### config.mk
export PLATFORM = sky130hd
export DESIGN_NAME = flbf_formatter
export DESIGN_NICKNAME = d
export VERILOG_FILES = /design/src/flbf_pkg.sv /design/src/flbf_fifo.sv /design/src/flbf_formatter.sv
export SDC_FILE = /design/constraint.sdc
export NUM_CORES = 2
export LEC_CHECK = 0
export BUFFER_PORTS_ARGS = -buffer_cell sky130_fd_sc_hd__buf_2
export CAP_MARGIN = 40
export CORE_ASPECT_RATIO = 1.25
export CORE_MARGIN = 2
export CORE_UTILIZATION = 30
export CTS_CLUSTER_DIAMETER = 150
export CTS_CLUSTER_SIZE = 8
export DETAILED_ROUTE_END_ITERATION = 8
export MAX_ROUTING_LAYER = met4
export PLACE_DENSITY = 0.58
export SYNTH_ARGS = -nofsm -noshare
export SYNTH_HDL_FRONTEND = slang
export SYNTH_HIERARCHICAL = 1
export SYNTH_SLANG_ARGS = --single-unit
### constraint.sdc
create_clock -name REF_CLK_IN -period 25.6 [get_ports REF_CLK_IN]
set_input_delay 1.28 -clock REF_CLK_IN [delete_from_list [all_inputs] [get_ports REF_CLK_IN]]
set_output_delay 1.28 -clock REF_CLK_IN [all_outputs]
set_load 0.02 [all_outputs]
### src/flbf_pkg.sv
// Behaviour
// Bytes 48..71: per channel status-vout, status-mfr, low byte of second status word.
// Block opens with a 72-byte preamble, bytes 0..71, before any cyclic byte.
// Byte 72 is the loop entry at the stored last-position pointer.
// Cyclic data fills bytes 72..237; bytes 238..254 are reserved.
// Byte 72 entry has position equal to last-position; reader decodes with it.
// Each later cyclic byte comes from the position one lower, newest first.
// A loop is 46 bytes; 166 cyclic bytes hold about 3.6 loops.
// Loop layout: per channel volts low, high, three statuses; vin at 10, temp at 23.
// Bus data bytes count from 1; table byte 0 follows the byte count.
// Byte count field is 0xFF, followed first by the last-position pointer.
// Below position 0 the walk wraps to position 45 until byte 237.
// A read returns the whole 255-byte block copied from the log buffer.
// Log buffer refreshes each conversion while unlocked; locked stays until next read. The code drops conversions that arrive during a read.
// Preamble byte 1 is the valid cyclic byte count; 0xFF means all valid.
package flbf_pkg;
  localparam int FLBF_CHANNELS = 8;
  localparam int FLBF_PREAMBLE_LEN = 72;
  localparam int FLBF_CYCLIC_LAST = 237;
  localparam int FLBF_BLOCK_LEN = 255;
  localparam int FLBF_LOOP_LEN = 46;
  localparam int FLBF_HIST_LEN = FLBF_CYCLIC_LAST + 1 - FLBF_PREAMBLE_LEN;
  localparam int FLBF_FIFO_DEPTH = 4;
  localparam int FLBF_FIFO_WIDTH = 9;
  // Preamble byte offsets
  localparam int FLBF_OFS_POS_LAST = 0;
  localparam int FLBF_OFS_VALID_COUNT = 1;
  localparam int FLBF_OFS_TIME = 2;
  localparam int FLBF_OFS_PEAK_MIN = 8;
  localparam int FLBF_PEAK_MIN_GROUP = 4;
  localparam int FLBF_OFS_STATUS = 48;
  localparam int FLBF_STATUS_TRIPLE = 3;
  localparam int FLBF_TIME_BITS = 41;
  // Loop positions
  localparam int FLBF_CHAN_SLOT = 5;
  localparam int FLBF_POS_VIN = 10;
  localparam int FLBF_POS_CH2 = 13;
  localparam int FLBF_POS_TEMP = 23;
  localparam int FLBF_POS_CH4 = 26;
  localparam logic [7:0] FLBF_BYTE_COUNT = 8'hFF;
  localparam logic [7:0] FLBF_VALID_ALL = 8'hFF;
  localparam logic [7:0] FLBF_RESERVED_BYTE = 8'h00;

  typedef enum logic [2:0] {
    FLBF_ST_IDLE = 3'h1,
    FLBF_ST_SEND = 3'h2,
    FLBF_ST_FINISH = 3'h4
  } flbf_state_type;
endpackage : flbf_pkg

### src/flbf_fifo.sv
module flbf_fifo #(
  parameter int WIDTH = 9,
  parameter int DEPTH = 4
) (
  input wire logic clk_in,
  input wire logic resetn_in,
  input wire logic in_valid_in,
  output logic in_ready_out,
  input wire logic [WIDTH-1:0] in_data_in,
  output logic out_valid_out,
  input wire logic out_ready_in,
  output logic [WIDTH-1:0] out_data_out
);
  localparam int PW = $clog2(DEPTH);
  localparam logic [PW:0] FULL_COUNT = (PW + 1)'(DEPTH);
  localparam logic [PW-1:0] LAST_SLOT = PW'(DEPTH - 1);

  logic [WIDTH-1:0] mem [DEPTH];
  logic [PW-1:0] wr_ptr;
  logic [PW-1:0] rd_ptr;
  logic [PW:0] count;
  logic push;
  logic pop;

  assign in_ready_out = (count != FULL_COUNT);
  assign out_valid_out = (count != '0);
  assign push = in_valid_in && in_ready_out;
  assign pop = out_valid_out && out_ready_in;
  assign out_data_out = mem[rd_ptr];

  always_ff @(posedge clk_in) begin
    if (push) begin
      mem[wr_ptr] <= in_data_in;
    end
  end

  always_ff @(posedge clk_in or negedge resetn_in) begin
    if (!resetn_in) begin
      wr_ptr <= '0;
      rd_ptr <= '0;
      count <= '0;
    end else begin
      if (push) begin
        wr_ptr <= (wr_ptr == LAST_SLOT) ? '0 : wr_ptr + 1'b1;
      end
      if (pop) begin
        rd_ptr <= (rd_ptr == LAST_SLOT) ? '0 : rd_ptr + 1'b1;
      end
      case ({push, pop})
        2'b10: count <= count + 1'b1;
        2'b01: count <= count - 1'b1;
        default: count <= count;
      endcase
    end
  end
endmodule : flbf_fifo

### src/flbf_formatter.sv
module flbf_formatter
  import flbf_pkg::*;
(
  input wire logic REF_CLK_IN,
  input wire logic RESETN_IN,
  input wire logic CONV_DONE_IN,
  input wire logic LOCK_SET_IN,
  input wire logic READ_REQ_IN,
  input wire logic [7:0][15:0] CHAN_OUT_VOLT_IN,
  input wire logic [15:0] VIN_VOLT_IN,
  input wire logic [15:0] TEMP_IN,
  input wire logic [7:0][7:0] STATUS_VOUT_IN,
  input wire logic [7:0][7:0] STATUS_MFR_IN,
  input wire logic [7:0][15:0] STATUS_WORD2_IN,
  input wire logic [7:0] STATUS_VIN_IN,
  input wire logic [7:0] STATUS_TEMP_IN,
  input wire logic [7:0][15:0] CHAN_OUT_VOLT_PEAK_IN,
  input wire logic [7:0][15:0] CHAN_OUT_VOLT_MINIMUM_IN,
  input wire logic [15:0] VIN_PEAK_IN,
  input wire logic [15:0] VIN_MINIMUM_IN,
  input wire logic [15:0] TEMP_PEAK_IN,
  input wire logic [15:0] TEMP_MINIMUM_IN,
  input wire logic [40:0] SHARED_TIME_IN,
  input wire logic BLK_READY_IN,
  output logic BLK_VALID_OUT,
  output logic [7:0] BLK_DATA_OUT,
  output logic BLK_LAST_OUT,
  output logic READ_BUSY_OUT,
  output logic RAM_LOCKED_OUT
);
  localparam logic [7:0] HIST_TOP = 8'(FLBF_HIST_LEN - 1);
  localparam logic [7:0] HIST_FULL = 8'(FLBF_HIST_LEN);
  localparam logic [5:0] POS_TOP = 6'(FLBF_LOOP_LEN - 1);
  // Sequence counter wraps to zero on the last push, so eight bits suffice
  localparam logic [7:0] SEQ_LAST = 8'(FLBF_BLOCK_LEN);

  flbf_state_type state;
  logic locked;
  // Cyclic history and write side
  logic [7:0] hist [FLBF_HIST_LEN];
  logic [7:0] wr_idx;
  logic [5:0] wr_pos;
  logic [5:0] pos_last;
  logic [7:0] hist_count;
  logic [7:0] loop_byte;
  logic log_write;
  // Preamble snapshot
  logic [40:0] snap_time;
  logic [7:0][15:0] snap_peak;
  logic [7:0][15:0] snap_min;
  logic [15:0] snap_vin_peak;
  logic [15:0] snap_vin_min;
  logic [15:0] snap_temp_peak;
  logic [15:0] snap_temp_min;
  logic [7:0][7:0] snap_vout;
  logic [7:0][7:0] snap_mfr;
  logic [7:0][7:0] snap_st2;
  // Read side: seq 0 is the count field, seq 1..255 are table bytes 0..254
  logic [7:0] seq;
  logic [7:0] rd_idx;
  logic [7:0] push_byte;
  logic push_valid;
  logic push_ready;
  logic push_ok;
  logic [FLBF_FIFO_WIDTH-1:0] fifo_out;

  // Byte of a 16-bit word, low byte for sel 0
  function automatic logic [7:0] word_byte(input logic [15:0] w, input logic sel);
    word_byte = sel ? w[15:8] : w[7:0];
  endfunction : word_byte

  // Previous ring slot; one slot per cyclic byte, so no position math is needed
  function automatic logic [7:0] hist_prev(input logic [7:0] idx);
    hist_prev = (idx == 8'h00) ? HIST_TOP : idx - 8'h01;
  endfunction : hist_prev

  // Byte the loop holds at the current write position
  // One conversion fills one loop position, so the decode follows the write pointer
  always_comb begin
    int p;
    int ch;
    int k;
    p = int'(wr_pos);
    ch = 0;
    k = 0;
    loop_byte = 8'h00;
    if (p >= FLBF_POS_VIN && p < FLBF_POS_CH2) begin
      k = p - FLBF_POS_VIN;
      loop_byte = (k == 2) ? STATUS_VIN_IN : word_byte(VIN_VOLT_IN, k[0]);
    end else if (p >= FLBF_POS_TEMP && p < FLBF_POS_CH4) begin
      k = p - FLBF_POS_TEMP;
      loop_byte = (k == 2) ? STATUS_TEMP_IN : word_byte(TEMP_IN, k[0]);
    end else begin
      if (p < FLBF_POS_VIN) begin
        ch = p / FLBF_CHAN_SLOT;
        k = p % FLBF_CHAN_SLOT;
      end else if (p < FLBF_POS_TEMP) begin
        ch = 2 + (p - FLBF_POS_CH2) / FLBF_CHAN_SLOT;
        k = (p - FLBF_POS_CH2) % FLBF_CHAN_SLOT;
      end else begin
        ch = 4 + (p - FLBF_POS_CH4) / FLBF_CHAN_SLOT;
        k = (p - FLBF_POS_CH4) % FLBF_CHAN_SLOT;
      end
      case (k)
        0: loop_byte = CHAN_OUT_VOLT_IN[ch[2:0]][7:0];
        1: loop_byte = CHAN_OUT_VOLT_IN[ch[2:0]][15:8];
        2: loop_byte = STATUS_VOUT_IN[ch[2:0]];
        3: loop_byte = STATUS_MFR_IN[ch[2:0]];
        default: loop_byte = STATUS_WORD2_IN[ch[2:0]][7:0];
      endcase
    end
  end

  // Writes pause during a block read so the copy being sent stays coherent
  assign log_write = CONV_DONE_IN && !locked && (state == FLBF_ST_IDLE);

  always_ff @(posedge REF_CLK_IN) begin
    if (log_write) begin
      hist[wr_idx] <= loop_byte;
    end
  end

  always_ff @(posedge REF_CLK_IN or negedge RESETN_IN) begin
    if (!RESETN_IN) begin
      wr_idx <= 8'h00;
      wr_pos <= 6'h00;
      pos_last <= 6'h00;
      hist_count <= 8'h00;
    end else if (log_write) begin
      wr_idx <= (wr_idx == HIST_TOP) ? 8'h00 : wr_idx + 8'h01;
      wr_pos <= (wr_pos == POS_TOP) ? 6'h00 : wr_pos + 6'h01;
      // Tracks the byte just written, the newest entry of the loop
      pos_last <= wr_pos;
      // Saturates at a full ring so the valid marker stays steady
      if (hist_count != HIST_FULL) begin
        hist_count <= hist_count + 8'h01;
      end
    end
  end

  always_ff @(posedge REF_CLK_IN or negedge RESETN_IN) begin
    if (!RESETN_IN) begin
      // Cleared so a read before any conversion shows a zero preamble
      snap_time <= '0;
      snap_peak <= '0;
      snap_min <= '0;
      snap_vin_peak <= 16'h0000;
      snap_vin_min <= 16'h0000;
      snap_temp_peak <= 16'h0000;
      snap_temp_min <= 16'h0000;
      snap_vout <= '0;
      snap_mfr <= '0;
      snap_st2 <= '0;
    end else if (log_write) begin
      snap_time <= SHARED_TIME_IN;
      snap_peak <= CHAN_OUT_VOLT_PEAK_IN;
      snap_min <= CHAN_OUT_VOLT_MINIMUM_IN;
      snap_vin_peak <= VIN_PEAK_IN;
      snap_vin_min <= VIN_MINIMUM_IN;
      snap_temp_peak <= TEMP_PEAK_IN;
      snap_temp_min <= TEMP_MINIMUM_IN;
      snap_vout <= STATUS_VOUT_IN;
      snap_mfr <= STATUS_MFR_IN;
      for (int c = 0; c < FLBF_CHANNELS; c++) begin
        snap_st2[c] <= STATUS_WORD2_IN[c][7:0];
      end
    end
  end

  // Lock: a fault freezes the log; a completed read releases it
  always_ff @(posedge REF_CLK_IN or negedge RESETN_IN) begin
    if (!RESETN_IN) begin
      locked <= 1'b0;
    end else if (LOCK_SET_IN) begin
      locked <= 1'b1;
    end else if (state == FLBF_ST_FINISH) begin
      locked <= 1'b0;
    end
  end

  // Byte for the current sequence slot; slot 0 is the count field
  always_comb begin
    int b;
    int g;
    int w;
    int ch;
    logic [15:0] pk;
    logic [15:0] mn;
    b = int'(seq) - 1;
    g = 0;
    w = 0;
    ch = 0;
    pk = 16'h0000;
    mn = 16'h0000;
    push_byte = FLBF_RESERVED_BYTE;
    if (seq == 8'h00) begin
      push_byte = FLBF_BYTE_COUNT;
    end else if (b == FLBF_OFS_POS_LAST) begin
      push_byte = {2'b00, pos_last};
    end else if (b == FLBF_OFS_VALID_COUNT) begin
      push_byte = (hist_count == HIST_FULL) ? FLBF_VALID_ALL : hist_count;
    end else if (b < FLBF_OFS_PEAK_MIN) begin
      // Byte 7 holds only the top time bit; its upper bits read as zero
      w = (b - FLBF_OFS_TIME) * 8;
      push_byte = 8'({7'h00, snap_time} >> w);
    end else if (b < FLBF_OFS_STATUS) begin
      g = (b - FLBF_OFS_PEAK_MIN) / FLBF_PEAK_MIN_GROUP;
      w = (b - FLBF_OFS_PEAK_MIN) % FLBF_PEAK_MIN_GROUP;
      if (g == 2) begin
        pk = snap_vin_peak;
        mn = snap_vin_min;
      end else if (g == 5) begin
        pk = snap_temp_peak;
        mn = snap_temp_min;
      end else begin
        ch = (g < 2) ? g : ((g < 5) ? g - 1 : g - 2);
        pk = snap_peak[ch[2:0]];
        mn = snap_min[ch[2:0]];
      end
      push_byte = word_byte((w < 2) ? pk : mn, w[0]);
    end else if (b < FLBF_PREAMBLE_LEN) begin
      ch = (b - FLBF_OFS_STATUS) / FLBF_STATUS_TRIPLE;
      w = (b - FLBF_OFS_STATUS) % FLBF_STATUS_TRIPLE;
      case (w)
        0: push_byte = snap_vout[ch[2:0]];
        1: push_byte = snap_mfr[ch[2:0]];
        default: push_byte = snap_st2[ch[2:0]];
      endcase
    end else if (b <= FLBF_CYCLIC_LAST) begin
      // Slots past the cyclic region keep the reserved default set above
      push_byte = hist[rd_idx];
    end
  end

  // A full FIFO stalls the producer, so backpressure never drops a byte
  assign push_valid = (state == FLBF_ST_SEND);
  assign push_ok = push_valid && push_ready;

  always_ff @(posedge REF_CLK_IN or negedge RESETN_IN) begin
    if (!RESETN_IN) begin
      state <= FLBF_ST_IDLE;
      seq <= 8'h00;
    end else begin
      case (state)
        FLBF_ST_IDLE: begin
          seq <= 8'h00;
          if (READ_REQ_IN) begin
            state <= FLBF_ST_SEND;
          end
        end
        FLBF_ST_SEND: begin
          if (push_ok) begin
            seq <= seq + 8'h01;
            if (seq == SEQ_LAST) begin
              state <= FLBF_ST_FINISH;
            end
          end
        end
        // One cycle here releases the lock only after the last byte is queued
        FLBF_ST_FINISH: begin
          state <= FLBF_ST_IDLE;
        end
        default: begin
          state <= FLBF_ST_IDLE;
        end
      endcase
    end
  end

  // Walks back from the newest byte, one position lower per byte
  always_ff @(posedge REF_CLK_IN or negedge RESETN_IN) begin
    if (!RESETN_IN) begin
      rd_idx <= 8'h00;
    end else if (state == FLBF_ST_IDLE) begin
      // A conversion taken on the request edge is the newest byte of this read
      if (log_write) begin
        rd_idx <= wr_idx;
      end else begin
        rd_idx <= hist_prev(wr_idx);
      end
    end else if (push_ok && int'(seq) > FLBF_PREAMBLE_LEN) begin
      rd_idx <= hist_prev(rd_idx);
    end
  end

  // Bit 8 of each FIFO word carries the end-of-block flag beside its byte
  flbf_fifo #(
    .WIDTH(FLBF_FIFO_WIDTH),
    .DEPTH(FLBF_FIFO_DEPTH)
  ) u_fifo (
    .clk_in(REF_CLK_IN),
    .resetn_in(RESETN_IN),
    .in_valid_in(push_valid),
    .in_ready_out(push_ready),
    .in_data_in({seq == SEQ_LAST, push_byte}),
    .out_valid_out(BLK_VALID_OUT),
    .out_ready_in(BLK_READY_IN),
    .out_data_out(fifo_out)
  );

  assign BLK_DATA_OUT = fifo_out[7:0];
  assign BLK_LAST_OUT = fifo_out[8];
  assign READ_BUSY_OUT = (state != FLBF_ST_IDLE);
  assign RAM_LOCKED_OUT = locked;
endmodule : flbf_formatter

==> implementation parameters <==
Parameter                              Value

STA
  Minimum period implied by the final worst setup slack    12.22 ns
  Final worst-path setup slack    13.38 ns
  Fin. max-slew vios    0
  Number of endpoints failing setup at the final stage    0
  Count of final hold-check violations    0
  Upper clock frequency limit    81.8 MHz
  Share of the cycle needed by the critical path after routing    47.7%
  Fin Hold WS    0.467 ns
  Setup repair after global routing missed its margin    no
  Relative slew slack    28.1%
  Setup Total Neg Slack    0 ns
  Slew of the pin with the lowest slew margin    1.08 ns
  Clock skew after layout    0.0589 ns

Detailed routing
  Mean routed wirelength per cell    24.2 um
  DRC Markers    0
  Count of nets left with antenna violations after detail routing    0
  Total vias in the final route    59,000
  Total Routed Length    278,000 um
  DR pass1 iterations    7
  Number of violations reported at the end of detailed-routing iteration 0    5,696
  Vias/cell    5.15

Global routing
  Largest net degree at the start of global routing    203
  Number of antenna violations at the first check in global routing    84
  Wire length of the first global-routing pass    403,000 um
  Overflow after GRT    0
  Global-route usage over all layers    18.1%
  Vias in the first global route    60,000

Worst setup path
  Required time worst endpoint    26.18 ns
  Reg2reg path depth    36
  Slowest cell delay on critical path    0.93 ns
  Maximum net fanout on the critical path    73
  Most common cell type on the critical path    sky130_fd_sc_hd__ha_1
  Startpoint class of the critical path    register
  Master of the slowest instance on the critical path    sky130_fd_sc_hd__dfrtp_1
  Internal reg-to-reg setup slack    13.38 ns
  FF-to-FF Start    wr_pos[4]$_DFFE_PN0P_
  Start-to-end type of the worst setup path    register to register
  Data arrival at the endpoint of the critical path    12.80 ns
  Worst reg2reg path endpoint    hist[141][0]$_DFFE_PP_
  Crit. End Element    register

Outcome
  Outcome    finished clean

Floorplanning
  Overall die width    494 um
  Die span in y    617 um
  Floorplan die area    305,000 um2
  Standard-cell row count    225
  Area of the core    300,000 um2
  Starting utilization of the core area    30.1%
  IO Count    811

Synthesis
  Cells taking the most area after synthesis    sky130_fd_sc_hd__edfxtp_1 (45%), sky130_fd_sc_hd__dfrtp_1 (17%), sky130_fd_sc_hd__mux4_2 (14%), sky130_fd_sc_hd__nand2_1 (7.7%), sky130_fd_sc_hd__mux2i_1 (2.8%)
  Top cell types by occurrence after synthesis    sky130_fd_sc_hd__nand2_1 (1,843), sky130_fd_sc_hd__edfxtp_1 (1,364), sky130_fd_sc_hd__dfrtp_1 (607)
  Mapped Avg Cell Area    13.7 um2
  Total nets after synthesis    7,456
  Part of the Yosys area used for sequential elements    62.3%
  Cell count after synthesis    6,579
  Async S/R FF share, synth    30.8%
  Multiplexer fraction of the synthesized cell area    17.6%
  Top-area cell type share of the netlist area    45.4%
  Number of different library cells in the post-synthesis netlist    119
  Synth Area in Simple Gates    11.0%
  Register bit total from synthesis    1,972
  Post-synthesis cell type with the largest combined area    sky130_fd_sc_hd__edfxtp_1
  Dominant combinational cell family by area after synthesis    multiplexers
  Count of flip-flops with a built-in enable after synthesis    1,364
  Xor/xnor share of the synthesized area    0.912%
  Count leader, synth    sky130_fd_sc_hd__nand2_1
  Synthesis warning total    6
  Compound-Gate Fraction of Synth Area    5.01%
  Synthesized cell area    90,200 um2
  Adder-cell area share of the yosys netlist    1.12%
  Predominant post-synthesis flop cell    sky130_fd_sc_hd__edfxtp_1

Power
  Cell area power density    150 nW/um2
  Maximum vdd drop    0.520 mV
  Leakage power    41.0 nW

Layout
  Filler Cells Inserted    28,600
  Finished Cell Area    107,000 um2
  Fraction of final layout cells with drive strength greater than 1    26.1%
  Area growth, synth to finish    18.7%
  Final Net Count    8,224

Place
  Cell area reported after detailed placement    99,000 um2
  Last weighted congestion value of the routability-driven placer    0.933
  Pre-CTS WS    13.56 ns
  Number of buffer cells added on primary ports    746
  Placed wire-length estimate after detailed placement    190,000 um

Hold path
  End of the worst hold path    snap_vout[15]$_DFFE_PN0P_
  Start point of the worst min-delay path    snap_vout[15]$_DFFE_PN0P_
  Min-Delay Path Depth    2
  Hold Path Class    register to register

CTS
  Clock tree from TritonCTS    done
  Clock tree buffer depth    4
  Clock Root Buffer    sky130_fd_sc_hd__clkbuf_16
  Skew-Pair Late Insertion Delay    0.84 ns
  CTS H-tree depth    5
  Hold-fix buffer count after cts    0
  Total CTS buffers    288
  Reg clk slew, reported paths    0.05 ns
  Number of instances resized during post-cts repair    0
  # Post-CTS Setup Buffers    0
  TritonCTS sink count    1,972

Run
  Max-cap violation count    0
[worst max-delay path by stage]
| stage | start | endpoint | slack, ns | depth (start not counted) |
|---|---|---|---|---|
| finish | wr_pos[4]$_DFFE_PN0P_ | hist[141][0]$_DFFE_PP_ | 13.38 | 36 |
| CTS | wr_pos[4]$_DFFE_PN0P_ | hist[87][0]$_DFFE_PP_ | 13.51 | 36 |
| global route | wr_pos[4]$_DFFE_PN0P_ | hist[87][0]$_DFFE_PP_ | 12.80 | 36 |
| global placement | wr_pos[4]$_DFFE_PN0P_ | hist[86][1]$_DFFE_PP_ | 13.58 | 35 |
| detailed placement | wr_pos[4]$_DFFE_PN0P_ | hist[141][0]$_DFFE_PP_ | 13.56 | 36 |
| floorplan | wr_pos[3]$_DFFE_PN0P_ | hist[0][4]$_DFFE_PP_ | 9.46 | 35 |
[flip-flops by register name (all words and copies together) (netlist names), 36 cells and up]
name / count
snap_st2: 64
snap_min: 128
snap_mfr: 64
u_fifo/mem: 36
snap_vout: 64
hist: 1328
snap_time: 41
snap_peak: 128
[cells by family after synthesis]
group / Yosys count
fa+ha+maj: 81
compound gates: 644
buf+inv: 469
simple gates: 2444
mux: 884
flops: 1972
xor+xnor: 85
[per-stage QoR]
stage / util, % / std cells / power (W)
after floorplan: - / 6579 / 0.00981
after global placement: 32.8 / 11000 / 0.0125
after detailed placement: 33.0 / 11000 / 0.0127
after CTS: 35.6 / 11400 / 0.0161
after global routing: 35.7 / 11400 / 0.0167
final: 35.7 / 11400 / 0.0160
[cells in the final DEF, fill, tap and decap left out, types with 13 or more instances in the layout]
cell type and count:
sky130_fd_sc_hd__diode_2 54, sky130_fd_sc_hd__nor4_1 18, sky130_fd_sc_hd__nor3_1 35, sky130_fd_sc_hd__nand2_1 1843
sky130_fd_sc_hd__o21ai_0 113, sky130_fd_sc_hd__nand2b_1 14, sky130_fd_sc_hd__a211oi_1 39, sky130_fd_sc_hd__and2_1 19
sky130_fd_sc_hd__buf_16 19, sky130_fd_sc_hd__mux2_2 76, sky130_fd_sc_hd__o22ai_1 47, sky130_fd_sc_hd__buf_4 104
sky130_fd_sc_hd__or3_1 15, sky130_fd_sc_hd__ha_1 77, sky130_fd_sc_hd__mux4_2 552, sky130_fd_sc_hd__edfxtp_1 1364
sky130_fd_sc_hd__clkbuf_1 55, sky130_fd_sc_hd__clkbuf_16 293, sky130_fd_sc_hd__nand3_1 45, sky130_fd_sc_hd__nand4_1 31
sky130_fd_sc_hd__a21o_1 13, sky130_fd_sc_hd__xnor2_1 49, sky130_fd_sc_hd__buf_2 749, sky130_fd_sc_hd__a21oi_1 135
sky130_fd_sc_hd__dfrtp_1 600, sky130_fd_sc_hd__nor2_1 318, sky130_fd_sc_hd__a22oi_1 14, sky130_fd_sc_hd__inv_1 60
sky130_fd_sc_hd__a31oi_1 37, sky130_fd_sc_hd__o31ai_1 14, sky130_fd_sc_hd__o211ai_1 49, sky130_fd_sc_hd__nor2b_1 28
sky130_fd_sc_hd__a22o_1 13, sky130_fd_sc_hd__mux2i_1 252, sky130_fd_sc_hd__xor2_1 28
[layout make-up]
class                      count  area (um2)  share of cell area [%]
sequential                  1972       56200                    52.5
multi-input combinational   4138       32400                    30.3
clock buffer                 348        7540                    7.04
timing repair buffer         884        5260                    4.92
tap                         3972        4970                    4.64
clock inverter                16         254                   0.237
inverter                      63         236                   0.221
antenna                       54         135                   0.126
[layer usage]
layer	part of all wire (%)	wire length, um	GRT usage (%)
met3	6.4	17900	3.17
met2	50	140000	30.2
met1	38	105000	21.0
met4	5.5	15200	9.17
met5	0	0	-
[power by group]
group          total [W]  switching, W  internal, W  leakage [nW]
Combinational    0.00841       0.00509      0.00332          17.3
Sequential       0.00418      0.000118      0.00407          19.9
Clock            0.00341       0.00135      0.00206          3.79
[worst max-delay path: cells and delay by family (launching register included)]
family,cells,cell delay (ns)
buffers and inverters,9,2.80
AOI/OAI and AO/OA,12,3.17
adders and majority gates,6,2.09
xor gates and xnor gates,4,1.37
and+or+nand+nor,5,1.43
DFF,1,0.93
Power figures use the tool's default switching activity.
